File: config.mk
export PLATFORM = sky130hd
export DESIGN_NAME = qcp_chopper_cfg
export DESIGN_NICKNAME = d
export VERILOG_FILES = /design/src/pkg/qcp_pkg.sv /design/src/design/qcp_chopper_cfg.sv
export SDC_FILE = /design/constraint.sdc
export NUM_CORES = 1
export LEC_CHECK = 0
export BUFFER_PORTS_ARGS = -buffer_cell sky130_fd_sc_hd__buf_2
export CAP_MARGIN = 0
export CORE_ASPECT_RATIO = 1.25
export CORE_MARGIN = 1.5
export CORE_UTILIZATION = 46
export CTS_CLUSTER_DIAMETER = 100
export DETAILED_ROUTE_END_ITERATION = 10
export PLACE_DENSITY = 0.84
export SLEW_MARGIN = 20
export SYNTH_ARGS = -nofsm -noshare
export SYNTH_HDL_FRONTEND = slang
export SYNTH_SLANG_ARGS = --single-unit
File: constraint.sdc
create_clock -name clk -period 1.5 [get_ports clk]
set_input_delay 0.15 -clock clk [delete_from_list [all_inputs] [get_ports clk]]
set_output_delay 0.15 -clock clk [all_outputs]
set_load 0.03 [all_outputs]
File: src/pkg/qcp_pkg.sv
// Package for the quiet chopper PWM configuration block
package qcp_pkg;
  // Register indices (plain port address)
  localparam logic [3:0] ADDR_GRAD = 4'h0;
  localparam logic [3:0] ADDR_OFS = 4'h1;
  localparam logic [3:0] ADDR_CHOP = 4'h2;
  localparam logic [3:0] ADDR_AUTO_SCALE = 4'h3;
  localparam logic [3:0] ADDR_AUTO_GRAD = 4'h4;
  localparam logic [3:0] ADDR_AUTO_OFS = 4'h5;
  localparam logic [3:0] ADDR_STATUS = 4'h6;
  // Field positions in the chopper control word
  localparam int OFF_TIME_LSB = 0;
  localparam int BLANK_LSB = 4;
  localparam int STANDSTILL_LSB = 6;
  localparam int QUIET_EN_BIT = 8;
  localparam int HOLD_LSB = 9;
  // Reset values
  localparam logic [7:0] GRAD_RST = 8'h00;
  localparam logic [7:0] OFS_RST = 8'h00;
  localparam logic [3:0] OFF_TIME_RST = 4'h0;
  localparam logic [1:0] BLANK_RST = 2'h0;
  // Blank times in clock periods per setting
  localparam logic [5:0] BLANK_CYC0 = 6'h10;
  localparam logic [5:0] BLANK_CYC1 = 6'h18;
  localparam logic [5:0] BLANK_CYC2 = 6'h24;
  localparam logic [5:0] BLANK_CYC3 = 6'h36;
  // Standstill options
  localparam logic [1:0] SS_NORMAL = 2'h0;
  localparam logic [1:0] SS_STANDSTILL_OPTION = 2'h1;
  localparam logic [1:0] SS_SHORT_LS = 2'h2;
  localparam logic [1:0] SS_SHORT_HS = 2'h3;
  localparam logic [8:0] SCALE_MAX = 9'h0FF;
  localparam logic [8:0] SCALE_MIN = 9'h101;

  typedef struct packed {
    logic [7:0] grad;
    logic [7:0] ofs;
    logic [3:0] off_time;
    logic [1:0] blank_sel;
    logic [1:0] standstill;
    logic quiet_en;
    logic [4:0] hold_cur;
  } qcp_cfg_t;

  typedef struct packed {
    logic lin_scale_en;
    logic drv_en;
    logic standstill_option;
    logic brake_ls;
    logic brake_hs;
    logic blank_active;
  } qcp_drv_t;

  typedef enum logic [0:0] {BL_IDLE, BL_RUN} qcp_blank_st_t;

  typedef struct packed {
    qcp_cfg_t cfg;
    logic signed [8:0] scale;
    logic [7:0] auto_grad;
    logic [7:0] auto_ofs;
    logic [1:0] sw_sync;
    logic sw_last;
    qcp_blank_st_t bst;
    logic [5:0] bcnt;
    qcp_drv_t drv;
    logic [15:0] rdata;
  } qcp_state_t;
endpackage

File: src/design/qcp_chopper_cfg.sv
// Quiet chopper PWM configuration, read-back and comparator blanking
// What this block does
// - Accept gradient 0..255, seed gradient tuning while tuning is idle
// - Accept offset 0..255, zero stops linear scaling
// - Standstill option only at zero hold, quiet
// - Signed scaling read-back, frozen in cycle mode
// - Read-only tuned gradient 0..255
// - Off-time zero switches driver off
// - Blank comparator 16..54 clocks after switching
//
// Added by the designer: the placing of the registers and the address-and-strobe port.
`timescale 1ns/1ps
`default_nettype none
module qcp_chopper_cfg (
  // Clock and reset
  input wire logic clk,
  input wire logic rst_n,
  // Register port
  input wire logic [3:0] addr,
  input wire logic [15:0] wdata,
  input wire logic wr,
  input wire logic rd,
  output logic [15:0] rdata,
  // Regulator side
  input wire logic cycle_mode,
  input wire logic scale_upd,
  input wire logic signed [8:0] scale_in,
  input wire logic tune_upd,
  input wire logic [7:0] tune_grad_in,
  input wire logic [7:0] tune_ofs_in,
  input wire logic switch_evt,
  // Configuration and driver outputs
  output qcp_pkg::qcp_cfg_t cfg,
  output qcp_pkg::qcp_drv_t drv
);
  qcp_pkg::qcp_state_t s_reg, s_next;
  logic [5:0] blank_len;
  logic sw_edge;
  logic signed [8:0] sc_clip;
  // Helpers computed from registered state and the port only
  logic wr_grad;
  logic wr_ofs;
  logic wr_chop;
  logic [15:0] rd_word;
  qcp_pkg::qcp_blank_st_t bst_n;
  logic [5:0] bcnt_n;

  // Control word layout, shared by the write path and the read-back
  function automatic logic [15:0] chop_pack(input qcp_pkg::qcp_cfg_t c);
    logic [15:0] w;
    w = 16'h0000;
    w[qcp_pkg::OFF_TIME_LSB +: 4] = c.off_time;
    w[qcp_pkg::BLANK_LSB +: 2] = c.blank_sel;
    w[qcp_pkg::STANDSTILL_LSB +: 2] = c.standstill;
    w[qcp_pkg::QUIET_EN_BIT] = c.quiet_en;
    w[qcp_pkg::HOLD_LSB +: 5] = c.hold_cur;
    return w;
  endfunction

  // Unpack a control word; gradient and offset are left as they were
  function automatic qcp_pkg::qcp_cfg_t chop_unpack(
    input qcp_pkg::qcp_cfg_t old_cfg,
    input logic [15:0] w
  );
    qcp_pkg::qcp_cfg_t c;
    c = old_cfg;
    c.off_time = w[qcp_pkg::OFF_TIME_LSB +: 4];
    c.blank_sel = w[qcp_pkg::BLANK_LSB +: 2];
    c.standstill = w[qcp_pkg::STANDSTILL_LSB +: 2];
    c.quiet_en = w[qcp_pkg::QUIET_EN_BIT];
    c.hold_cur = w[qcp_pkg::HOLD_LSB +: 5];
    return c;
  endfunction

  // Write decode; read-only and unmapped indices are ignored
  always_comb begin
    wr_grad = 1'b0;
    wr_ofs = 1'b0;
    wr_chop = 1'b0;
    if (wr) begin
      case (addr)
        qcp_pkg::ADDR_GRAD: wr_grad = 1'b1;
        qcp_pkg::ADDR_OFS: wr_ofs = 1'b1;
        qcp_pkg::ADDR_CHOP: wr_chop = 1'b1;
        default: wr_chop = 1'b0;
      endcase
    end
  end

  always_comb begin
    case (s_reg.cfg.blank_sel)
      2'h0: blank_len = qcp_pkg::BLANK_CYC0;
      2'h1: blank_len = qcp_pkg::BLANK_CYC1;
      2'h2: blank_len = qcp_pkg::BLANK_CYC2;
      default: blank_len = qcp_pkg::BLANK_CYC3;
    endcase
  end

  // Switch event arrives from the power stage, so it is synchronised
  assign sw_edge = s_reg.sw_sync[1] & ~s_reg.sw_last;

  always_comb begin
    if (scale_in > $signed(qcp_pkg::SCALE_MAX)) begin
      sc_clip = $signed(qcp_pkg::SCALE_MAX);
    end else if (scale_in < $signed(qcp_pkg::SCALE_MIN)) begin
      sc_clip = $signed(qcp_pkg::SCALE_MIN);
    end else begin
      sc_clip = scale_in;
    end
  end

  // blank timer restarts on every switching edge
  always_comb begin
    bst_n = s_reg.bst;
    bcnt_n = s_reg.bcnt;
    case (s_reg.bst)
      qcp_pkg::BL_IDLE: begin
        if (sw_edge) begin
          bst_n = qcp_pkg::BL_RUN;
          bcnt_n = blank_len - 6'h01;
        end
      end
      qcp_pkg::BL_RUN: begin
        if (sw_edge) begin
          bcnt_n = blank_len - 6'h01;
        end else if (s_reg.bcnt == 6'h00) begin
          bst_n = qcp_pkg::BL_IDLE;
        end else begin
          bcnt_n = s_reg.bcnt - 6'h01;
        end
      end
      default: bst_n = qcp_pkg::BL_IDLE;
    endcase
  end

  // Read mux sees only registered state; rdata follows rd by one cycle
  always_comb begin
    case (addr)
      qcp_pkg::ADDR_GRAD: rd_word = {8'h00, s_reg.cfg.grad};
      qcp_pkg::ADDR_OFS: rd_word = {8'h00, s_reg.cfg.ofs};
      qcp_pkg::ADDR_CHOP: rd_word = chop_pack(s_reg.cfg);
      qcp_pkg::ADDR_AUTO_SCALE:
        rd_word = {{7{s_reg.scale[8]}}, s_reg.scale};
      qcp_pkg::ADDR_AUTO_GRAD: rd_word = {8'h00, s_reg.auto_grad};
      qcp_pkg::ADDR_AUTO_OFS: rd_word = {8'h00, s_reg.auto_ofs};
      qcp_pkg::ADDR_STATUS: rd_word = {10'h000, s_reg.drv};
      default: rd_word = 16'h0000;
    endcase
  end

  always_comb begin
    s_next = s_reg;
    // Only the second stage is read; the first may still be settling
    s_next.sw_sync = {s_reg.sw_sync[0], switch_evt};
    s_next.sw_last = s_reg.sw_sync[1];
    s_next.rdata = 16'h0000;
    if (wr_grad) begin
      s_next.cfg.grad = wdata[7:0];
    end
    if (wr_ofs) begin
      s_next.cfg.ofs = wdata[7:0];
    end
    if (wr_chop) begin
      s_next.cfg = chop_unpack(s_next.cfg, wdata);
    end
    if (scale_upd && !cycle_mode) begin
      s_next.scale = sc_clip;
    end
    // tuner results; user values seed it while tuning is idle
    if (tune_upd) begin
      s_next.auto_grad = tune_grad_in;
      s_next.auto_ofs = tune_ofs_in;
    end else if (wr_grad) begin
      s_next.auto_grad = wdata[7:0];
    end else if (wr_ofs) begin
      s_next.auto_ofs = wdata[7:0];
    end
    // blanking flag follows the timer state
    s_next.bst = bst_n;
    s_next.bcnt = bcnt_n;
    s_next.drv.blank_active = (bst_n == qcp_pkg::BL_RUN);
    s_next.drv.drv_en = (s_next.cfg.off_time != 4'h0);
    // zero offset turns linear current scaling off
    s_next.drv.lin_scale_en = (s_next.cfg.ofs != 8'h00);
    s_next.drv.standstill_option = 1'b0;
    s_next.drv.brake_ls = 1'b0;
    s_next.drv.brake_hs = 1'b0;
    // standstill only at zero hold with quiet mode
    if (s_next.cfg.hold_cur == 5'h00 && s_next.cfg.quiet_en) begin
      case (s_next.cfg.standstill)
        qcp_pkg::SS_STANDSTILL_OPTION: s_next.drv.standstill_option = 1'b1;
        qcp_pkg::SS_SHORT_LS: s_next.drv.brake_ls = 1'b1;
        qcp_pkg::SS_SHORT_HS: s_next.drv.brake_hs = 1'b1;
        default: s_next.drv.standstill_option = 1'b0;
      endcase
    end
    if (rd) begin
      s_next.rdata = rd_word;
    end
  end

  always_ff @(posedge clk or negedge rst_n) begin
    if (!rst_n) begin
      s_reg <= '{cfg: '{grad: qcp_pkg::GRAD_RST, ofs: qcp_pkg::OFS_RST,
        off_time: qcp_pkg::OFF_TIME_RST, blank_sel: qcp_pkg::BLANK_RST,
        standstill: qcp_pkg::SS_NORMAL, quiet_en: 1'b0, hold_cur: 5'h00},
        scale: 9'h000, auto_grad: qcp_pkg::GRAD_RST,
        auto_ofs: qcp_pkg::OFS_RST, sw_sync: 2'h0, sw_last: 1'b0,
        bst: qcp_pkg::BL_IDLE, bcnt: 6'h00, drv: '0, rdata: 16'h0000};
    end else begin
      s_reg <= s_next;
    end
  end

  assign rdata = s_reg.rdata;
  assign cfg = s_reg.cfg;
  assign drv = s_reg.drv;
endmodule
`default_nettype wire

==> summary.md, run 1 <==
| Metric | Value |
|---|---|
| Run status | `finished with violations` |
| Maximum operating frequency | `633 MHz` |
| Vias post-DR | `about 3400` |
| Synth async-reset ratio | `100%` |
| GRT Util Overall | `22.7%` |
| Vias/cell | `5.45` |
| WL/cell | `17.6 um` |
| Core area | `9220 um2` |
| Largest fanout on the critical path | `4` |
| CP Class | `reg -> reg` |
| Max Slew Vio Count | `0` |
| R2R depth | `4` |
| Clk_lat worst skew | `0.34 ns` |
| Commonest cells after routing, fill and taps aside | `buf_2 (101), dfrtp_1 (85), buf_4 (38)` |
| Nets@finish | `548` |
| Die footprint | `10200 um2` |
| Vias in the first global route | `3478` |
| Final core occ | `roughly 58%` |
| Proportion of layout cells with a drive suffix above 1 | `42.3%` |
| Top_reg_cell synth | `dfrtp_1` |
| Synthesis-to-layout area growth | `20.6%` |
| RSZ-0062 raised after global routing | `true` |
| H-tree depth | `3` |
| First-pass GRT wire length | `17800 um` |
| Flop pwr share | `41.4%` |
| Switching share of power | `~34%` |
| Final hold slack | `0.0106 ns` |
| Number of remaining DRC errors | `0` |
| Worst-path clk slew | `0.06 ns` |
| Register Area | `2130 um2` |
| Area of the multi-input gates | `1840 um2` |
| Global route overflow | `0` |
| Synthesized cell area | `4400 um2` |
| IO buf count | `102` |
| Setup crit start kind | `flip-flop` |
| Post-Syn Nets | `around 460` |
| Initial antenna violation count | `0` |
| Clock Sinks | `85` |
| Initial Util | `47.7%` |
| Die Ht | `112 um` |
| Largest net degree at the start of global routing | `86` |
| Data required time at the worst endpoint | `between 1.5 and 2 ns` |
| Die X | `90.5 um` |
| Final setup skew | `0.00542 ns` |
| Total clock buffers created by CTS | `9` |
| Post-route minimum period | `between 1.5 and 2 ns` |
| I/O pin total | `105` |
| Largest register FFs | `32` |
| Leakage power | `2.61 nW` |
| CP arrival | `about 1.9 ns` |
| Measured slew at the worst slew-check pin | `0.531 ns` |
| Post-placement cell count | `596` |
| Mapped Cells | `405` |
| Pint | `a little under 5 mW` |
| Worst min path class | `in -> reg` |
| CP Capture Type | `flip-flop` |
| Hold Crit Depth | `3` |
| Fill count | `744` |
| Clock buffer depth | `2` |
| Net switching power | `approximately 2.4 mW` |
| Final Hold Viols | `0` |
| Commonest non-fill, non-tap cell in the layout | `buf_2` |
| Synth warnings | `0` |
| Diodes inserted | `0` |
| Clock Power Share | `roughly 31%` |
| Comb pwr share | `27.9%` |
| Avg Inst Size Synth | `approximately 11 um2` |
| Max_slew headroom | `64.6%` |
| Failing checks | `setup timing` |
| Row cnt | `39` |
| Final Non-Filler Cells | `620` |
| WL final | `10900 um` |
| Post-synth EDFFs | `0` |
| Antenna Nets Post-Route | `0` |
| Setup WS pre-CTS | `-0.251 ns` |
| Pre-antenna DRT Iters | `4` |
| Final setup fails | `2` |
| GPL Wtd Cong | `0.916` |
| CTS tree | `done` |
| Maximum vdd ir drop | `0.708 mV` |
| Root buffer cell | `clkbuf_16` |
| Max-cap violations | `0` |
| Sequential area share after synthesis | `between 40% and 50%` |
| Power Dens Cells | `~1400 nW/um2` |
| Hpwl dp | `8160 um` |
| Final worst setup slack | `-0.0786 ns` |
| Iteration-0 DRC Markers | `294` |
| Count of cell types in the netlist | `51` |
| Crit share post-route | `105%` |
| Register bit total from synthesis | `85` |
[cells in the mapped netlist (all sizes together) (3+ instances only)]
cell | number | area, um2
nor2b | 7 | 51.3
a21oi | 14 | 70.1
inv | 6 | 22.5
a31oi | 4 | 25.0
buf | 58 | 418
nor2 | 10 | 45.0
nand2 | 37 | 139
nand3b | 4 | 30.0
nand2b | 17 | 106
mux2i | 24 | 240
or4 | 6 | 45.0
o21ai | 29 | 145
nand4b | 3 | 26.3
ha | 3 | 37.5
dfrtp | 85 | 2130
nor4 | 7 | 43.8
mux2 | 37 | 424
or3 | 3 | 18.8
clkbuf | 10 | 37.5
a22o | 6 | 52.6
nand3 | 7 | 52.6
[final timing paths]
kind                              end  slack [ns]           start
min                         s_reg[35]        0.01  tune_ofs_in[3]
max in group asynchronous   s_reg[51]        0.77           rst_n
max                         s_reg[25]       -0.08       s_reg[23]
min in group asynchronous   s_reg[32]        0.37           rst_n
max reg2reg                 s_reg[25]       -0.08       s_reg[23]
min reg2reg                s_next[29]        0.37      s_next[31]
[stage by stage]
stage / instance area [um2] / total power [mW] / setup TNS, ns
detailed placement: 4900 / 4.85 / -2.11
global route: 5310 / 7.57 / -0.228
CTS: 5260 / 7.18 / -0.0496
global placement: 4900 / 4.75 / -0.981
finish: 5310 / 7.25 / -0.104
floorplan: 4410 / 4.38 / -0.0175
[metal layers]
metal	vias to the layer above	wire length, um	GRT usage, %
met5	-	0	0
met4	0	311	14.1
met3	25	524	3.25
met2	130	5760	38.1
met1	1660	4330	27.4
li1	1562	-	-
[final cells by class]
class                           count  area share, %
Inverter                            6          0.424
Clock buffer                        9           4.24
Sequential cell                    85           40.1
Clock inverter                      7           1.41
Tap cell                          123           2.90
Timing Repair Buffer              144           16.2
Multi-Input combinational cell    246           34.7
[logic make-up after synthesis]
group | after synthesis | share of synthesized area, %
simple gates | 111 | 14.5
flops | 85 | 48.3
buf+inv | 74 | 10.9
compound gates | 69 | 9.64
mux | 62 | 15.6
fa+ha+maj | 3 | 0.853
xor+xnor | 1 | 0.199
[critical path, stage by stage, from the launching register on]
cell and delay [ns]:
dfrtp_1 0.43, buf_6 0.13, or4b_4 0.48, or3_4 0.34
a21oi_2 0.12
[power by group through the flow]
stage / Combinational [mW] / Clock [mW] / Sequential, mW
2_1_floorplan: 1.48 / 0 / 2.90
3_5_place_dp: 1.84 / 0 / 3.02
4_1_cts: 1.93 / 2.26 / 2.98
6_report: 2.02 / 2.23 / 3.00
3_3_place_gp: 1.75 / 0 / 3.00
5_1_grt: 2.18 / 2.36 / 3.03
[what timing repair did]
| action | 4_1_cts | 5_1_grt |
|---|---|---|
| endpoints found under the hold margin | 86 | 0 |
| setup buffers | 2 | 4 |
| endpoints found under the setup margin | 3 | 8 |
| cloned | 0 | 0 |
| hold buffers | 2 | 0 |
| gates resized for setup | 6 | 5 |
| pin swaps | 4 | 3 |
Note: power is estimated with default switching activity, not from simulation.
==> run 2: changes to the inputs <==
--- a/config.mk
+++ b/config.mk
@@ -12,7 +12,7 @@
 export CORE_UTILIZATION = 46
 export CTS_CLUSTER_DIAMETER = 100
 export DETAILED_ROUTE_END_ITERATION = 10
-export PLACE_DENSITY = 0.84
+export PLACE_DENSITY = 0.73
 export SLEW_MARGIN = 20
 export SYNTH_ARGS = -nofsm -noshare
 export SYNTH_HDL_FRONTEND = slang
==> run 2 against run 1 <==
Net effect:
- the run still ends with setup timing left
- register-to-register slack worse by 0.07 ns
- power shrank 1.1%
- count of clock-buffer cells in the layout grew 5
- global-route usage is 0.93 points lower
- sequential share of layout area is 0.48 points higher
- worst setup slack got worse by 0.066 ns
- sequential power hardly changed
- clock skew grew 0.00071 ns
- fmax decreased by 4.0%
- routed wire length decreased by 3.7%
==> summary.md, run 2 (synthesis gave the netlist of run 1 again) <==
| Metric | Value |
|---|---|
| Hpwl dp | `7850 um` |
| WL final | `roughly 11000 um` |
| Measured slew at the worst slew-check pin | `0.499 ns` |
| Number of remaining DRC errors | `0` |
| PnR Total Power | `7.17 mW` |
| Row cnt | `39` |
| RSZ-0062 raised after global routing | `true` |
| Nets@finish | `between 500 and 600` |
| Vias in the first global route | `3360` |
| Crit-path max cell delay | `0.42 ns` |
| Design area | `5250 um2` |
| Max_slew headroom | `66.7%` |
| Initial Util | `47.7%` |
| Largest register FFs | `32` |
| Proportion of layout cells with a drive suffix above 1 | `a little over 40%` |
| Critical path's slowest cell | `or3_1` |
| Placed cell area | `4870 um2` |
| Diodes inserted | `0` |
| Root buffer cell | `clkbuf_16` |
| Area of the multi-input gates | `1830 um2` |
| Clock Sinks | `between 80 and 90` |
| Maximum vdd ir drop | `roughly 0.84 mV` |
| Crit path cell chain | `or3_1, nor4b_1, mux2i_1, o21ai_1` |
| Die footprint | `10200 um2` |
| First-pass GRT wire length | `17100 um` |
| IO buf count | `around 100` |
| Max-cap violations | `0` |
| Pre-antenna DRT Iters | `5` |
| Final setup skew | `0.00614 ns` |
| Max Slew Vio Count | `0` |
| Run status | `finished with violations` |
| Die X | `90.5 um` |
| Core area | `about 9200 um2` |
| Crit share post-route | `110%` |
| Post-route minimum period | `1.64 ns` |
| Register Area | `between 2000 and 2500 um2` |
| Antenna Nets Post-Route | `0` |
| Final worst setup slack | `-0.145 ns` |
| Initial antenna violation count | `0` |
| I/O pin total | `105` |
| CP Capture Type | `flip-flop` |
| Global route overflow | `0` |
| Worst min path class | `in -> reg` |
| Setup crit start kind | `flip-flop` |
| Commonest cells after routing, fill and taps aside | `buf_2 (101), dfrtp_1 (85), nand2_1 (37)` |
| Worst-path clk slew | `0.06 ns` |
| GPL Wtd Cong | `around 0.8` |
| Clk_lat worst skew | `0.33 ns` |
| Maximum operating frequency | `608 MHz` |
| Data required time at the worst endpoint | `1.71 ns` |
| Iteration-0 DRC Markers | `290` |
| Vias post-DR | `3303` |
| Commonest non-fill, non-tap cell in the layout | `buf_2` |
| Fill count | `785` |
| Leakage power | `2.58 nW` |
| WL/cell | `about 17 um` |
| Total clock buffers created by CTS | `9` |
| Clock buffer depth | `2` |
| Failing checks | `setup timing` |
| CP Class | `reg -> reg` |
| Die Ht | `112 um` |
| Final setup fails | `2` |
| Final Hold Viols | `0` |
| GRT Util Overall | `21.8%` |
| Largest net degree at the start of global routing | `86` |
| Power Dens Cells | `1370 nW/um2` |
| Vias/cell | `5.38` |
| CP arrival | `1.86 ns` |
| Synthesis-to-layout area growth | `19.2%` |
| H-tree depth | `3` |
| CTS tree | `done` |
| Largest fanout on the critical path | `3` |
run 2: cell count changes in the layout (fill, tap and decap cells not counted), moves of 2 or more:
cell | before | now
clkbuf_1 | 0 | 2
clkinvlp_4 | 3 | 0
clkbuf_8 | 0 | 3
buf_4 | 38 | 34
run 2: repair_timing:
item	4_1_cts	5_1_grt
resized for setup	2	5
endpoints found under the setup margin	3	8
pin swaps	3	1
endpoints found under the hold margin	86	0
hold buffers	2	0
cloned	0	0
buffers inserted	2	0
run 2: per-stage QoR:
step / setup TNS (ns) / hold slack (ns) / setup WS [ns] / util [%] / std cells
2_1_floorplan: -0.0175 / -0.146 / -0.0175 / - / 405
6_report: -0.204 / 0.0188 / -0.145 / 56.9 / 614
3_5_place_dp: -1.71 / 0.223 / -0.214 / 52.8 / 594
5_1_grt: -0.685 / 0.0237 / -0.244 / 56.9 / 614
3_3_place_gp: -1.07 / 0.214 / -0.126 / 52.8 / 594
4_1_cts: -0.158 / 0.0132 / -0.0644 / 56.6 / 614
run 2: routing by layer:
| metal | GRT usage [%] | up-vias | share of wire (%) |
|---|---|---|---|
| li1 | - | 1547 | - |
| met1 | 27.4 | 1627 | 42 |
| met2 | 35.5 | 107 | 51 |
| met3 | 5.28 | 22 | 4.3 |
| met4 | 9.74 | 0 | 3.1 |
| met5 | 0 | - | 0 |
run 2: final cells by class:
| class | instances | share of cell area, % |
|---|---|---|
| Clock buffer | 14 | 5.22 |
| Clock inverter | 2 | 0.740 |
| Inverter | 6 | 0.429 |
| Multi-Input combinational cell | 246 | 34.9 |
| Sequential cell | 85 | 40.6 |
| Tap cell | 123 | 2.93 |
| Timing Repair Buffer | 138 | 15.3 |
run 2: power breakdown:
group,total [mW],switching [mW],internal [mW]
Sequential,2.98,0.331,2.65
Combinational,1.90,1.09,0.804
Clock,2.29,0.861,1.43
Total,7.17,2.29,4.89
run 2: final timing paths:
check | startpoint | end | slack (ns) | depth (start not counted)
max reg2reg | s_reg[24] | s_reg[27] | -0.14 | 4
max | s_reg[24] | s_reg[27] | -0.14 | 4
min reg2reg | s_next[31] | s_next[29] | 0.36 | 0
min | tune_ofs_in[1] | s_reg[33] | 0.02 | 3
max in group asynchronous | rst_n | s_reg[33] | 0.74 | 3
min in group asynchronous | rst_n | cfg[15] | 0.36 | 3
run 2: worst max-delay path: cells and delay by family (launching register included):
| kind | cells | cell delay [ns] |
|---|---|---|
| muxes | 1 | 0.23 |
| and+or+nand+nor | 2 | 0.84 |
| AOI/OAI and AO/OA | 1 | 0.07 |
| DFF | 1 | 0.39 |
